[config.mk]
export PLATFORM = sky130hd
export DESIGN_NAME = tx_path_config
export DESIGN_NICKNAME = d
export VERILOG_FILES = /design/src/core/txcfg_pkg.sv /design/src/core/tx_link_sampler.sv /design/src/core/tx_path_config.sv
export SDC_FILE = /design/constraint.sdc
export NUM_CORES = 1
export LEC_CHECK = 0
export BUFFER_PORTS_ARGS = -buffer_cell sky130_fd_sc_hd__buf_2
export CAP_MARGIN = 10
export CORE_MARGIN = 4
export CORE_UTILIZATION = 51
export DETAILED_ROUTE_END_ITERATION = 16
export HOLD_SLACK_MARGIN = 0.15
export PLACE_DENSITY = 0.76
export SLEW_MARGIN = 25
export SYNTH_ARGS = -nofsm -noshare
export SYNTH_HDL_FRONTEND = slang
export SYNTH_SLANG_ARGS = --single-unit
[constraint.sdc]
create_clock -name CORE_CLK -period 2.2 [get_ports CORE_CLK]
set_clock_uncertainty 0.1 [all_clocks]
set_input_delay 0.33 -clock CORE_CLK [delete_from_list [all_inputs] [get_ports CORE_CLK]]
set_output_delay 0.33 -clock CORE_CLK [all_outputs]
set_load 0.05 [all_outputs]
[src/core/txcfg_pkg.sv]
// Constants and carrier types of the transmit configuration bank
//
// Behaviour
// - Power-down set turns the transmitter off.
// - Response clear: limit current while over-current lasts.
// - Response set: limit for 1 ms, then float tip and ring.
// - Single-ended clear drives tip and ring; set tip only.
// - Termination code picks transformer, bare or external matching.
// - Multifunction select acts only in formats 10 and 00.
// - Codes 000..100: pattern, alarm, over-current, tx loss, zeros.
// - Codes 101..111 act in dual-rail RZ only.
// - Edge select 0 samples on falling edge, 1 on rising.
// - Polarity 1 makes data and rails active low.
// - Line code 0 gives B8ZS or HDB3, 1 gives AMI.
// - Format 00: single-rail NRZ on the data pin.
// - Format 01: dual-rail NRZ on the rails.
// - Format 10: dual-rail RZ; code 11 reserved.
// - Interface register is read/write, resets to 01H.
// - Output enable 0 floats tip and ring.
package txcfg_pkg;

    localparam int NUM_CH = 4;

    // Byte address is four times the index
    localparam logic [10:0] IDX_LINE_DRIVER_CFG = 11'h004;
    localparam logic [10:0] IDX_INTERFACE_CFG = 11'h005;
    localparam logic [10:0] IDX_CH_STRIDE = 11'h040;
    localparam logic [10:0] IDX_IRQ_STATUS = 11'h7F0;
    localparam logic [10:0] IDX_IRQ_MASK = 11'h7F1;
    localparam int ADDR_W = 13;

    localparam logic [7:0] LINE_DRIVER_CFG_RESET = 8'h00;
    localparam logic [7:0] INTERFACE_CFG_RESET = 8'h01;
    localparam logic [7:0] IRQ_MASK_RESET = 8'h00;

    // Line driver register fields
    localparam int LD_OE_BIT = 6;
    localparam int LD_OFF_BIT = 5;
    localparam int LD_OCHIZ_BIT = 4;
    localparam int LD_SING_BIT = 3;
    localparam int LD_TERM_LSB = 0;

    // Interface register fields
    localparam int IF_MF_LSB = 5;
    localparam int IF_EDGE_BIT = 4;
    localparam int IF_POL_BIT = 3;
    localparam int IF_CODE_BIT = 2;
    localparam int IF_FMT_LSB = 0;

    // Status: over-current onset at n, trip at n + NUM_CH
    localparam int ST_TRIP_LSB = NUM_CH;

    // Grace time before the outputs float
    localparam int OC_HIZ_TIME_US = 1000;
    localparam int CLK_MHZ = 250;
    localparam int OC_HIZ_CYCLES_DFLT = OC_HIZ_TIME_US * CLK_MHZ;

    typedef enum logic [1:0] {
        FMT_SINGLE_NRZ = 2'b00,
        FMT_DUAL_NRZ = 2'b01,
        FMT_DUAL_RZ = 2'b10,
        FMT_RESERVED = 2'b11
    } tx_interface_format_e;

    typedef enum logic [2:0] {
        MF_PATTERN = 3'b000,
        MF_ALARM = 3'b001,
        MF_OVERCURRENT = 3'b010,
        MF_TX_LOSS = 3'b011,
        MF_EXCESS_ZEROS = 3'b100,
        MF_BIPOLAR_VIOL = 3'b101,
        MF_ZEROS_OR_VIOL = 3'b110,
        MF_SIGNAL_LOSS = 3'b111
    } multifunction_pin_select_e;

    typedef struct packed {
        logic line_output_enable;
        logic tx_power_down;
        logic overcurrent_hiz_select;
        logic single_ended_tx_select;
        logic [2:0] termination_select;
        multifunction_pin_select_e multifunction_pin_select;
        logic tx_clock_edge_select;
        logic tx_data_polarity;
        logic line_code_ami;
        tx_interface_format_e tx_interface_format;
    } chan_cfg_s;

    typedef struct packed {
        logic arbitrary_pattern_detect;
        logic pattern_on_tx_path;
        logic alarm_indication_flag;
        logic tx_signal_loss_flag;
        logic excess_zeros_flag;
        logic bipolar_violation_flag;
        logic signal_loss_flag;
    } indications_s;

endpackage

[src/core/tx_link_sampler.sv]
// Transmit clock edge finder and rail capture, one channel
`timescale 1ns/10ps
module tx_link_sampler
    import txcfg_pkg::*;
(
    input wire logic clk,
    input wire logic rst_n,
    input wire logic tx_clock_pin,
    input wire logic tx_data_pin,
    input wire logic tx_pos_rail_pin,
    input wire logic tx_neg_rail_pin,
    input wire logic clock_edge_sel,
    input wire logic data_polarity,
    input wire tx_interface_format_e fmt,
    output logic pos_q,
    output logic neg_q,
    output logic strobe_q
);

    logic [3:0] meta_q;
    logic [3:0] sync_q;
    logic clk_last_q;
    logic active_edge;
    logic pos_raw;
    logic neg_raw;

    // Two flops per pin; logic reads only sync_q
    always_ff @(posedge clk) begin
        if (!rst_n) begin
            meta_q <= 4'h0;
            sync_q <= 4'h0;
        end else begin
            meta_q <= {tx_clock_pin, tx_data_pin, tx_pos_rail_pin, tx_neg_rail_pin};
            sync_q <= meta_q;
        end
    end

    always_ff @(posedge clk) begin
        if (!rst_n) begin
            clk_last_q <= 1'b0;
        end else begin
            clk_last_q <= sync_q[3];
        end
    end

    // Falling edge unless rising is selected
    assign active_edge = clock_edge_sel ? (sync_q[3] & ~clk_last_q)
                                        : (~sync_q[3] & clk_last_q);

    always_comb begin
        pos_raw = sync_q[1] ^ data_polarity;
        neg_raw = sync_q[0] ^ data_polarity;
        if (fmt == FMT_SINGLE_NRZ) begin
            pos_raw = sync_q[2] ^ data_polarity;
            neg_raw = 1'b0;
        end
    end

    // Reserved format captures nothing
    always_ff @(posedge clk) begin
        if (!rst_n) begin
            pos_q <= 1'b0;
            neg_q <= 1'b0;
            strobe_q <= 1'b0;
        end else begin
            strobe_q <= active_edge && (fmt != FMT_RESERVED);
            if (active_edge && (fmt != FMT_RESERVED)) begin
                pos_q <= pos_raw;
                neg_q <= neg_raw;
            end
        end
    end

endmodule

[src/core/tx_path_config.sv]
// Transmit configuration bank with APB and interrupt
`timescale 1ns/10ps
module tx_path_config
    import txcfg_pkg::*;
#(
    parameter int OC_HIZ_CYCLES = OC_HIZ_CYCLES_DFLT
)(
    input wire logic CORE_CLK,
    input wire logic RESETN,
    input wire logic PSEL,
    input wire logic PENABLE,
    input wire logic PWRITE,
    input wire logic [ADDR_W-1:0] PADDR,
    input wire logic [31:0] PWDATA,
    output logic [31:0] PRDATA,
    output logic PREADY,
    output logic PSLVERR,
    output logic IRQ,
    input wire logic [NUM_CH-1:0] TX_CLOCK_PIN,
    input wire logic [NUM_CH-1:0] TX_DATA_PIN,
    input wire logic [NUM_CH-1:0] TX_POS_RAIL_PIN,
    input wire logic [NUM_CH-1:0] TX_NEG_RAIL_PIN,
    input wire logic [NUM_CH-1:0] TX_OVERCURRENT_EVENT,
    input wire indications_s [NUM_CH-1:0] INDICATIONS,
    output logic [NUM_CH-1:0] TX_POS_DATA,
    output logic [NUM_CH-1:0] TX_NEG_DATA,
    output logic [NUM_CH-1:0] TX_DATA_STROBE,
    output logic [NUM_CH-1:0] TX_RZ_FORMAT,
    output logic [NUM_CH-1:0] LINE_CODE_AMI,
    output logic [NUM_CH-1:0] TX_POWER_DOWN,
    output logic [NUM_CH-1:0] CURRENT_LIMIT,
    output logic [NUM_CH*3-1:0] TERMINATION_SELECT,
    output logic [NUM_CH-1:0] TERM_TRANSFORMERLESS,
    output logic [NUM_CH-1:0] TERM_EXTERNAL,
    output logic [NUM_CH-1:0] LINE_TIP_OUT,
    output logic [NUM_CH-1:0] LINE_TIP_OE,
    output logic [NUM_CH-1:0] LINE_RING_OUT,
    output logic [NUM_CH-1:0] LINE_RING_OE,
    output logic [NUM_CH-1:0] MULTIFUNCTION_OUT_PIN
);

    localparam int OC_CNT_W = $clog2(OC_HIZ_CYCLES + 1);
    localparam logic [OC_CNT_W-1:0] OC_LIMIT = OC_CNT_W'(OC_HIZ_CYCLES);
    localparam int ST_W = 2 * NUM_CH;

    logic [7:0] line_cfg_q [NUM_CH];
    logic [7:0] if_cfg_q [NUM_CH];
    logic [ST_W-1:0] irq_status_q;
    logic [ST_W-1:0] irq_mask_q;
    logic [ST_W-1:0] irq_set;
    logic [31:0] prdata_q;
    chan_cfg_s cfg [NUM_CH];

    logic access;
    logic wr_en;
    logic rd_en;
    logic [10:0] idx;
    logic [5:0] reg_sel;
    logic [4:0] ch_sel;
    logic ch_hit;
    logic is_line_reg;
    logic is_if_reg;
    logic is_status;
    logic is_mask;
    logic mapped;

    // Splits a register index into its channel number
    function automatic logic [4:0] chan_of(input logic [10:0] index);
        chan_of = index[10:6];
    endfunction

    // Splits a register index into its place within a channel block
    function automatic logic [5:0] slot_of(input logic [10:0] index);
        slot_of = index[5:0];
    endfunction

    // Zero-wait slave: each access ends in one cycle
    assign idx = PADDR[ADDR_W-1:2];
    assign ch_sel = chan_of(idx);
    assign reg_sel = slot_of(idx);
    assign ch_hit = (ch_sel < 5'(NUM_CH));
    assign is_line_reg = ch_hit && (reg_sel == slot_of(IDX_LINE_DRIVER_CFG));
    assign is_if_reg = ch_hit && (reg_sel == slot_of(IDX_INTERFACE_CFG));
    assign is_status = (idx == IDX_IRQ_STATUS);
    assign is_mask = (idx == IDX_IRQ_MASK);
    assign mapped = is_line_reg || is_if_reg || is_status || is_mask;
    assign access = PSEL && PENABLE;
    assign wr_en = access && PWRITE && mapped;
    assign rd_en = access && !PWRITE && mapped;

    assign PREADY = 1'b1;
    assign PSLVERR = access && !mapped;
    assign PRDATA = prdata_q;

    // One set per channel
    genvar g;
    generate
        for (g = 0; g < NUM_CH; g++) begin : g_cfg
            always_ff @(posedge CORE_CLK) begin
                if (!RESETN) begin
                    line_cfg_q[g] <= LINE_DRIVER_CFG_RESET;
                end else if (wr_en && is_line_reg && ch_sel == 5'(g)) begin
                    // Bit 7 is reserved
                    line_cfg_q[g] <= {1'b0, PWDATA[6:0]};
                end
            end

            always_ff @(posedge CORE_CLK) begin
                if (!RESETN) begin
                    if_cfg_q[g] <= INTERFACE_CFG_RESET;
                end else if (wr_en && is_if_reg && ch_sel == 5'(g)) begin
                    if_cfg_q[g][7:2] <= PWDATA[7:2];
                    // Code 11 is refused; old format stays
                    if (PWDATA[1:0] != FMT_RESERVED) begin
                        if_cfg_q[g][1:0] <= PWDATA[1:0];
                    end
                end
            end

            always_comb begin
                cfg[g].line_output_enable = line_cfg_q[g][LD_OE_BIT];
                cfg[g].tx_power_down = line_cfg_q[g][LD_OFF_BIT];
                cfg[g].overcurrent_hiz_select = line_cfg_q[g][LD_OCHIZ_BIT];
                cfg[g].single_ended_tx_select = line_cfg_q[g][LD_SING_BIT];
                cfg[g].termination_select = line_cfg_q[g][LD_TERM_LSB +: 3];
                cfg[g].multifunction_pin_select =
                    multifunction_pin_select_e'(if_cfg_q[g][IF_MF_LSB +: 3]);
                cfg[g].tx_clock_edge_select = if_cfg_q[g][IF_EDGE_BIT];
                cfg[g].tx_data_polarity = if_cfg_q[g][IF_POL_BIT];
                cfg[g].line_code_ami = if_cfg_q[g][IF_CODE_BIT];
                cfg[g].tx_interface_format =
                    tx_interface_format_e'(if_cfg_q[g][IF_FMT_LSB +: 2]);
            end
        end
    endgenerate

    // Read data is loaded at setup
    always_ff @(posedge CORE_CLK) begin
        if (!RESETN) begin
            prdata_q <= 32'h0000_0000;
        end else if (PSEL && !PENABLE && !PWRITE) begin
            prdata_q <= 32'h0000_0000;
            if (is_line_reg) begin
                prdata_q <= {24'h00_0000, line_cfg_q[ch_sel[1:0]]};
            end else if (is_if_reg) begin
                prdata_q <= {24'h00_0000, if_cfg_q[ch_sel[1:0]]};
            end else if (is_status) begin
                prdata_q <= {{(32 - ST_W){1'b0}}, irq_status_q | irq_set};
            end else if (is_mask) begin
                prdata_q <= {{(32 - ST_W){1'b0}}, irq_mask_q};
            end
        end
    end

    always_ff @(posedge CORE_CLK) begin
        if (!RESETN) begin
            irq_mask_q <= ST_W'(IRQ_MASK_RESET);
        end else if (wr_en && is_mask) begin
            irq_mask_q <= PWDATA[ST_W-1:0];
        end
    end

    // Read clears; a same-cycle event still lands
    always_ff @(posedge CORE_CLK) begin
        if (!RESETN) begin
            irq_status_q <= '0;
        end else if (rd_en && is_status) begin
            irq_status_q <= irq_set;
        end else begin
            irq_status_q <= irq_status_q | irq_set;
        end
    end

    assign IRQ = |(irq_status_q & irq_mask_q);

    // Per-channel datapath
    generate
        for (g = 0; g < NUM_CH; g++) begin : g_ch
            logic oc_meta_q;
            logic oc_sync_q;
            logic oc_last_q;
            logic [OC_CNT_W-1:0] oc_cnt_q;
            logic oc_trip_q;
            logic oc_trip_last_q;
            logic pos_s;
            logic neg_s;
            logic strobe_s;
            logic drive_en;
            logic mf_d;
            logic mf_q;
            logic tip_q;
            logic ring_q;
            logic tip_oe_q;
            logic ring_oe_q;
            indications_s ind;

            assign ind = INDICATIONS[g];

            tx_link_sampler u_sampler (
                .clk(CORE_CLK),
                .rst_n(RESETN),
                .tx_clock_pin(TX_CLOCK_PIN[g]),
                .tx_data_pin(TX_DATA_PIN[g]),
                .tx_pos_rail_pin(TX_POS_RAIL_PIN[g]),
                .tx_neg_rail_pin(TX_NEG_RAIL_PIN[g]),
                .clock_edge_sel(cfg[g].tx_clock_edge_select),
                .data_polarity(cfg[g].tx_data_polarity),
                .fmt(cfg[g].tx_interface_format),
                .pos_q(pos_s),
                .neg_q(neg_s),
                .strobe_q(strobe_s)
            );

            // Detector is analog, so resynchronised
            always_ff @(posedge CORE_CLK) begin
                if (!RESETN) begin
                    oc_meta_q <= 1'b0;
                    oc_sync_q <= 1'b0;
                    oc_last_q <= 1'b0;
                end else begin
                    oc_meta_q <= TX_OVERCURRENT_EVENT[g];
                    oc_sync_q <= oc_meta_q;
                    oc_last_q <= oc_sync_q;
                end
            end

            // Grace timer; a detector drop releases the outputs
            always_ff @(posedge CORE_CLK) begin
                if (!RESETN) begin
                    oc_cnt_q <= '0;
                    oc_trip_q <= 1'b0;
                end else if (!oc_sync_q || !cfg[g].overcurrent_hiz_select) begin
                    oc_cnt_q <= '0;
                    oc_trip_q <= 1'b0;
                end else if (oc_cnt_q < OC_LIMIT) begin
                    oc_cnt_q <= oc_cnt_q + 1'b1;
                end else begin
                    oc_trip_q <= 1'b1;
                end
            end

            always_ff @(posedge CORE_CLK) begin
                if (!RESETN) begin
                    oc_trip_last_q <= 1'b0;
                end else begin
                    oc_trip_last_q <= oc_trip_q;
                end
            end

            assign irq_set[g] = oc_sync_q && !oc_last_q;
            assign irq_set[ST_TRIP_LSB + g] = oc_trip_q && !oc_trip_last_q;

            // Limit while over-current is seen and not tripped
            assign CURRENT_LIMIT[g] = oc_sync_q && !oc_trip_q;
            assign drive_en = cfg[g].line_output_enable
                              && !cfg[g].tx_power_down
                              && !oc_trip_q;

            always_ff @(posedge CORE_CLK) begin
                if (!RESETN) begin
                    tip_q <= 1'b0;
                    ring_q <= 1'b0;
                    tip_oe_q <= 1'b0;
                    ring_oe_q <= 1'b0;
                end else begin
                    tip_q <= drive_en && pos_s;
                    ring_q <= drive_en && !cfg[g].single_ended_tx_select && neg_s;
                    tip_oe_q <= drive_en;
                    ring_oe_q <= drive_en && !cfg[g].single_ended_tx_select;
                end
            end

            // Reserved combinations give a quiet low
            always_comb begin
                mf_d = 1'b0;
                if (cfg[g].tx_interface_format == FMT_DUAL_RZ
                    || cfg[g].tx_interface_format == FMT_SINGLE_NRZ) begin
                    case (cfg[g].multifunction_pin_select)
                        MF_PATTERN:
                            mf_d = ind.pattern_on_tx_path && ind.arbitrary_pattern_detect;
                        MF_ALARM: mf_d = ind.alarm_indication_flag;
                        MF_OVERCURRENT: mf_d = oc_sync_q;
                        MF_TX_LOSS: mf_d = ind.tx_signal_loss_flag;
                        MF_EXCESS_ZEROS: mf_d = ind.excess_zeros_flag;
                        default: begin
                            if (cfg[g].tx_interface_format == FMT_DUAL_RZ) begin
                                case (cfg[g].multifunction_pin_select)
                                    MF_BIPOLAR_VIOL: mf_d = ind.bipolar_violation_flag;
                                    MF_ZEROS_OR_VIOL:
                                        mf_d = ind.excess_zeros_flag
                                               || ind.bipolar_violation_flag;
                                    default: mf_d = ind.signal_loss_flag;
                                endcase
                            end
                        end
                    endcase
                end
            end

            always_ff @(posedge CORE_CLK) begin
                if (!RESETN) begin
                    mf_q <= 1'b0;
                end else begin
                    mf_q <= mf_d;
                end
            end

            assign MULTIFUNCTION_OUT_PIN[g] = mf_q;
            assign LINE_TIP_OUT[g] = tip_q;
            assign LINE_RING_OUT[g] = ring_q;
            assign LINE_TIP_OE[g] = tip_oe_q;
            assign LINE_RING_OE[g] = ring_oe_q;
            assign TX_POS_DATA[g] = pos_s;
            assign TX_NEG_DATA[g] = neg_s;
            assign TX_DATA_STROBE[g] = strobe_s;
            assign TX_RZ_FORMAT[g] = (cfg[g].tx_interface_format == FMT_DUAL_RZ);
            // Low: encoder picks B8ZS or HDB3 by T1/E1 mode
            assign LINE_CODE_AMI[g] = cfg[g].line_code_ami;
            assign TX_POWER_DOWN[g] = cfg[g].tx_power_down;
            assign TERMINATION_SELECT[g*3 +: 3] = cfg[g].termination_select;
            assign TERM_TRANSFORMERLESS[g] = cfg[g].termination_select[2]
                                             && (cfg[g].termination_select != 3'b111);
            assign TERM_EXTERNAL[g] = (cfg[g].termination_select == 3'b111);
        end
    endgenerate

endmodule

==> impl_metrics.env <==
export IMPL_power_frac_clock_pct=44.0
export IMPL_final_max_slew_viol_count=0
export IMPL_fin_crit_sh_pct=96.0
export IMPL_io_pins=201
export IMPL_cts_root_buf="clkbuf_16"
export IMPL_postPlaceCellArea_um2=12100
export IMPL_finalCriticalPeriod_ns=2.11
export IMPL_vias_per_cell=5.73
export IMPL_overflow=0
export IMPL_finalWorstSetupSlack_ns=0.0873
export IMPL_cts_tree="done"
export IMPL_hold_path_class="in2reg"
export IMPL_finalHoldViolCount=0
export IMPL_die_height_um=157
export IMPL_start_util_pct=51.8
export IMPL_syn_area_um2=11300
export IMPL_combPwrFrac_pct=8.5
export IMPL_rows=54
export IMPL_worst_pin_slew_ns=0.711
export IMPL_path_max_fanout=3
export IMPL_setup_violations=0
export IMPL_drive_gt1_share_pct=20.7
export IMPL_synth_warnings=0
export IMPL_grt_pass1_wl_um=44600
export IMPL_ir_worst_vdd_mv=0.618
export IMPL_cts_buffers=26
export IMPL_syn_to_final_growth_pct=18.1
export IMPL_cts_setup_buffers=0
export IMPL_grt_max_degree=40
export IMPL_crit_path_end_kind="output pin"
export IMPL_dieWidth_um=157
export IMPL_synth_seq_cells=244
export IMPL_cts_sinks=244
export IMPL_yosysSeqAreaShare_pct=48.7
export IMPL_cts_clk_slew_worst_paths_ns=0.06
export IMPL_core_um2=21800
export IMPL_drt_first_pass_iters=5
export IMPL_antenna_found_initial=1
export IMPL_p_int_mw=7.71
export IMPL_hpwl_um=20300
export IMPL_synthArstFlopShare_pct=0
export IMPL_status="finished clean"
export IMPL_finalNonFillerCells=1622
export IMPL_syn_area_per_cell_um2=9.71
export IMPL_die_area_um2=24500
export IMPL_vias=9298
export IMPL_power_density_nw_per_um2=763
export IMPL_power_leakage_nw=5.10
export IMPL_relSlewSlack_pct=51.9
export IMPL_postRouteWirelength_um=28700
export IMPL_synth_edf_count=60
export IMPL_p_sw_mw=2.45
export IMPL_wire_per_inst_um=17.7
export IMPL_synth_top_area_share_pct=32.7
export IMPL_arrival_ns=1.68
export IMPL_clock_fmax_ghz=0.473
export IMPL_antenna_left=0
export IMPL_gp_congestion=0.899
export IMPL_rsz0062_at_grt="false"
export IMPL_grtUsageTotal_pct=22.5
export IMPL_nets=1424
export IMPL_htree_levels=1
export IMPL_synth_cells=1161
export IMPL_yosysTopAreaCell="dfxtp_1"
export IMPL_grt_pass1_vias=8633
export IMPL_cap_violations=0
export IMPL_first_iter_violations=812
export IMPL_swShare_pct=24.1
export IMPL_clock_latency_ns=0.54
export IMPL_cts_buffer_depth=3
export IMPL_worstPathRequired_ns=1.77
export IMPL_fin_total_pwr_mw=10.2
export IMPL_dp_cells=1539
export IMPL_ys_flop_type="dfxtp_1"
export IMPL_p_seq_share_pct=47.5
export IMPL_pre_cts_slack_ns=0.0399
export IMPL_final_cell_area_um2=13300
export IMPL_synth_cell_types=62
export IMPL_io_buffers=149
export IMPL_drc_errors=0
export IMPL_critPathLaunchType="input pin"
export IMPL_ys_top_cells_by_area="dfxtp_1 33%, edfxtp_1 16%, and2_1 6.6%, buf_4 5.1%, o21ai_0 3.6%"
export IMPL_path_class="in2out"
cells in the mapped netlist, types with 16 or more instances:
| master | instances |
|---|---|
| dfxtp_1 | 184 |
| and2_1 | 119 |
| o21ai_0 | 80 |
| a21oi_1 | 78 |
| buf_4 | 77 |
| edfxtp_1 | 60 |
| nor2_1 | 60 |
| nand2_1 | 55 |
| nand3_1 | 37 |
| clkbuf_1 | 34 |
| nand4_1 | 34 |
| or3_1 | 25 |
| or4_1 | 22 |
| nor2b_1 | 21 |
| nand2b_1 | 19 |
| nor3_1 | 17 |
| a22oi_1 | 16 |
| and3_1 | 16 |
| mux2i_1 | 16 |
| mux4_2 | 16 |
routing by layer:
layer / share of wire, % / vias up / global-route usage [%]
li1: - / 4471 / -
met1: 42 / 4355 / 31.2
met2: 45 / 396 / 35.0
met3: 8.8 / 76 / 4.23
met4: 4.2 / 0 / 8.84
met5: 0 / - / 0
state kept, by name, indices dropped and copies added (netlist names):
| register | count |
|---|---|
| g_ch.u_sampler.strobe_q | 4 |
| g_ch.tip_oe_q | 4 |
| g_ch.ring_oe_q | 4 |
| irq_status_q | 8 |
| g_ch.oc_sync_q | 4 |
| g_ch.u_sampler.sync_q | 16 |
| g_ch.oc_cnt_q | 72 |
| g_ch.u_sampler.meta_q | 16 |
| g_ch.oc_meta_q | 4 |
| irq_mask_q | 8 |
| g_ch.mf_q | 4 |
| line_cfg_q | 28 |
| g_ch.u_sampler.pos_q | 4 |
| g_ch.u_sampler.neg_q | 4 |
| g_ch.u_sampler.clk_last_q | 4 |
| g_ch.tip_q | 4 |
| if_cfg_q | 32 |
| PRDATA | 8 |
| g_ch.oc_last_q | 4 |
| g_ch.oc_trip_q | 4 |
| g_ch.ring_q | 4 |
| g_ch.oc_trip_last_q | 4 |
cells by family after synthesis:
family	Yosys count	share of synthesized area, %
compound gates	244	13.1
xor+xnor	12	0.932
fa+ha+maj	4	0.444
buf+inv	137	7.33
flops	244	48.7
mux	32	4.62
other cells	2	0.0666
simple gates	486	24.9
layout make-up:
class | count | area (um^2)
inverter | 15 | 56.3
tap | 280 | 350
sequential | 244 | 5490
clock buffer | 32 | 693
multi-input combinational | 804 | 5080
fill | 1795 | 8440
timing repair buffer | 231 | 1460
antenna | 1 | 2.50
clock inverter | 15 | 188
power groups by stage:
stage | sequential [mW] | combinational, mW | clock (mW)
finish | 4.83 | 0.865 | 4.47
CTS | 4.82 | 0.858 | 4.53
global placement | 4.92 | 0.796 | 0
detailed placement | 4.92 | 0.809 | 0
global route | 4.84 | 0.919 | 4.73
floorplan | 4.88 | 0.627 | 0
critical path, cell delays in order:
cell	delay, ns
buf_2	0.11
or2_2	0.34
or3_1	0.43
a21oi_2	0.17
nor2_1	0.09
buf_2	0.22
worst paths after layout:
kind	startpoint	endpoint	depth (start not counted)	slack [ns]
max	PADDR[5]	PSLVERR	6	0.09
min	INDICATIONS[9]	g_ch[1].mf_q$_SDFF_PN0_	5	0.16
max reg2reg	g_ch[0].oc_cnt_q[9]$_SDFFE_PP0N_	g_ch[0].oc_cnt_q[11]$_SDFFE_PP0N_	4	0.12
min reg2reg	g_ch[3].u_sampler.meta_q[3]$_SDFF_PN0_	g_ch[3].u_sampler.sync_q[3]$_SDFF_PN0_	1	0.33
placed cells by master (no fill, tap or decap), types with 17 or more instances in the layout:
master           n
dfxtp_1        184
buf_2          149
and2_1         119
o21ai_0         80
a21oi_1         77
nor2_1          60
edfxtp_1        60
nand2_1         55
buf_4           47
nand3_1         37
nand4_1         34
dlygate4sd3_1   34
clkbuf_16       26
or3_1           25
conb_1          25
or4_1           22
nor2b_1         21
nand2b_1        19
nor3_1          17
what timing repair did:
| item | in CTS | in global routing |
|---|---|---|
| setup endpoints to repair | 0 | 5 |
| resized for setup | 0 | 1 |
| endpoints found under the hold margin | 48 | 0 |
| hold buffers | 34 | 0 |
through the flow:
step / utilization (%) / setup TNS (ns) / hold WS [ns]
detailed placement: 55.5 / 0 / 0.317
finish: 61.2 / 0 / 0.162
global placement: 55.5 / 0 / 0.315
global route: 61.2 / 0 / 0.232
floorplan: - / -3.81 / 0.312
CTS: 61.1 / 0 / 0.151
Power figures use the tool's default switching activity.
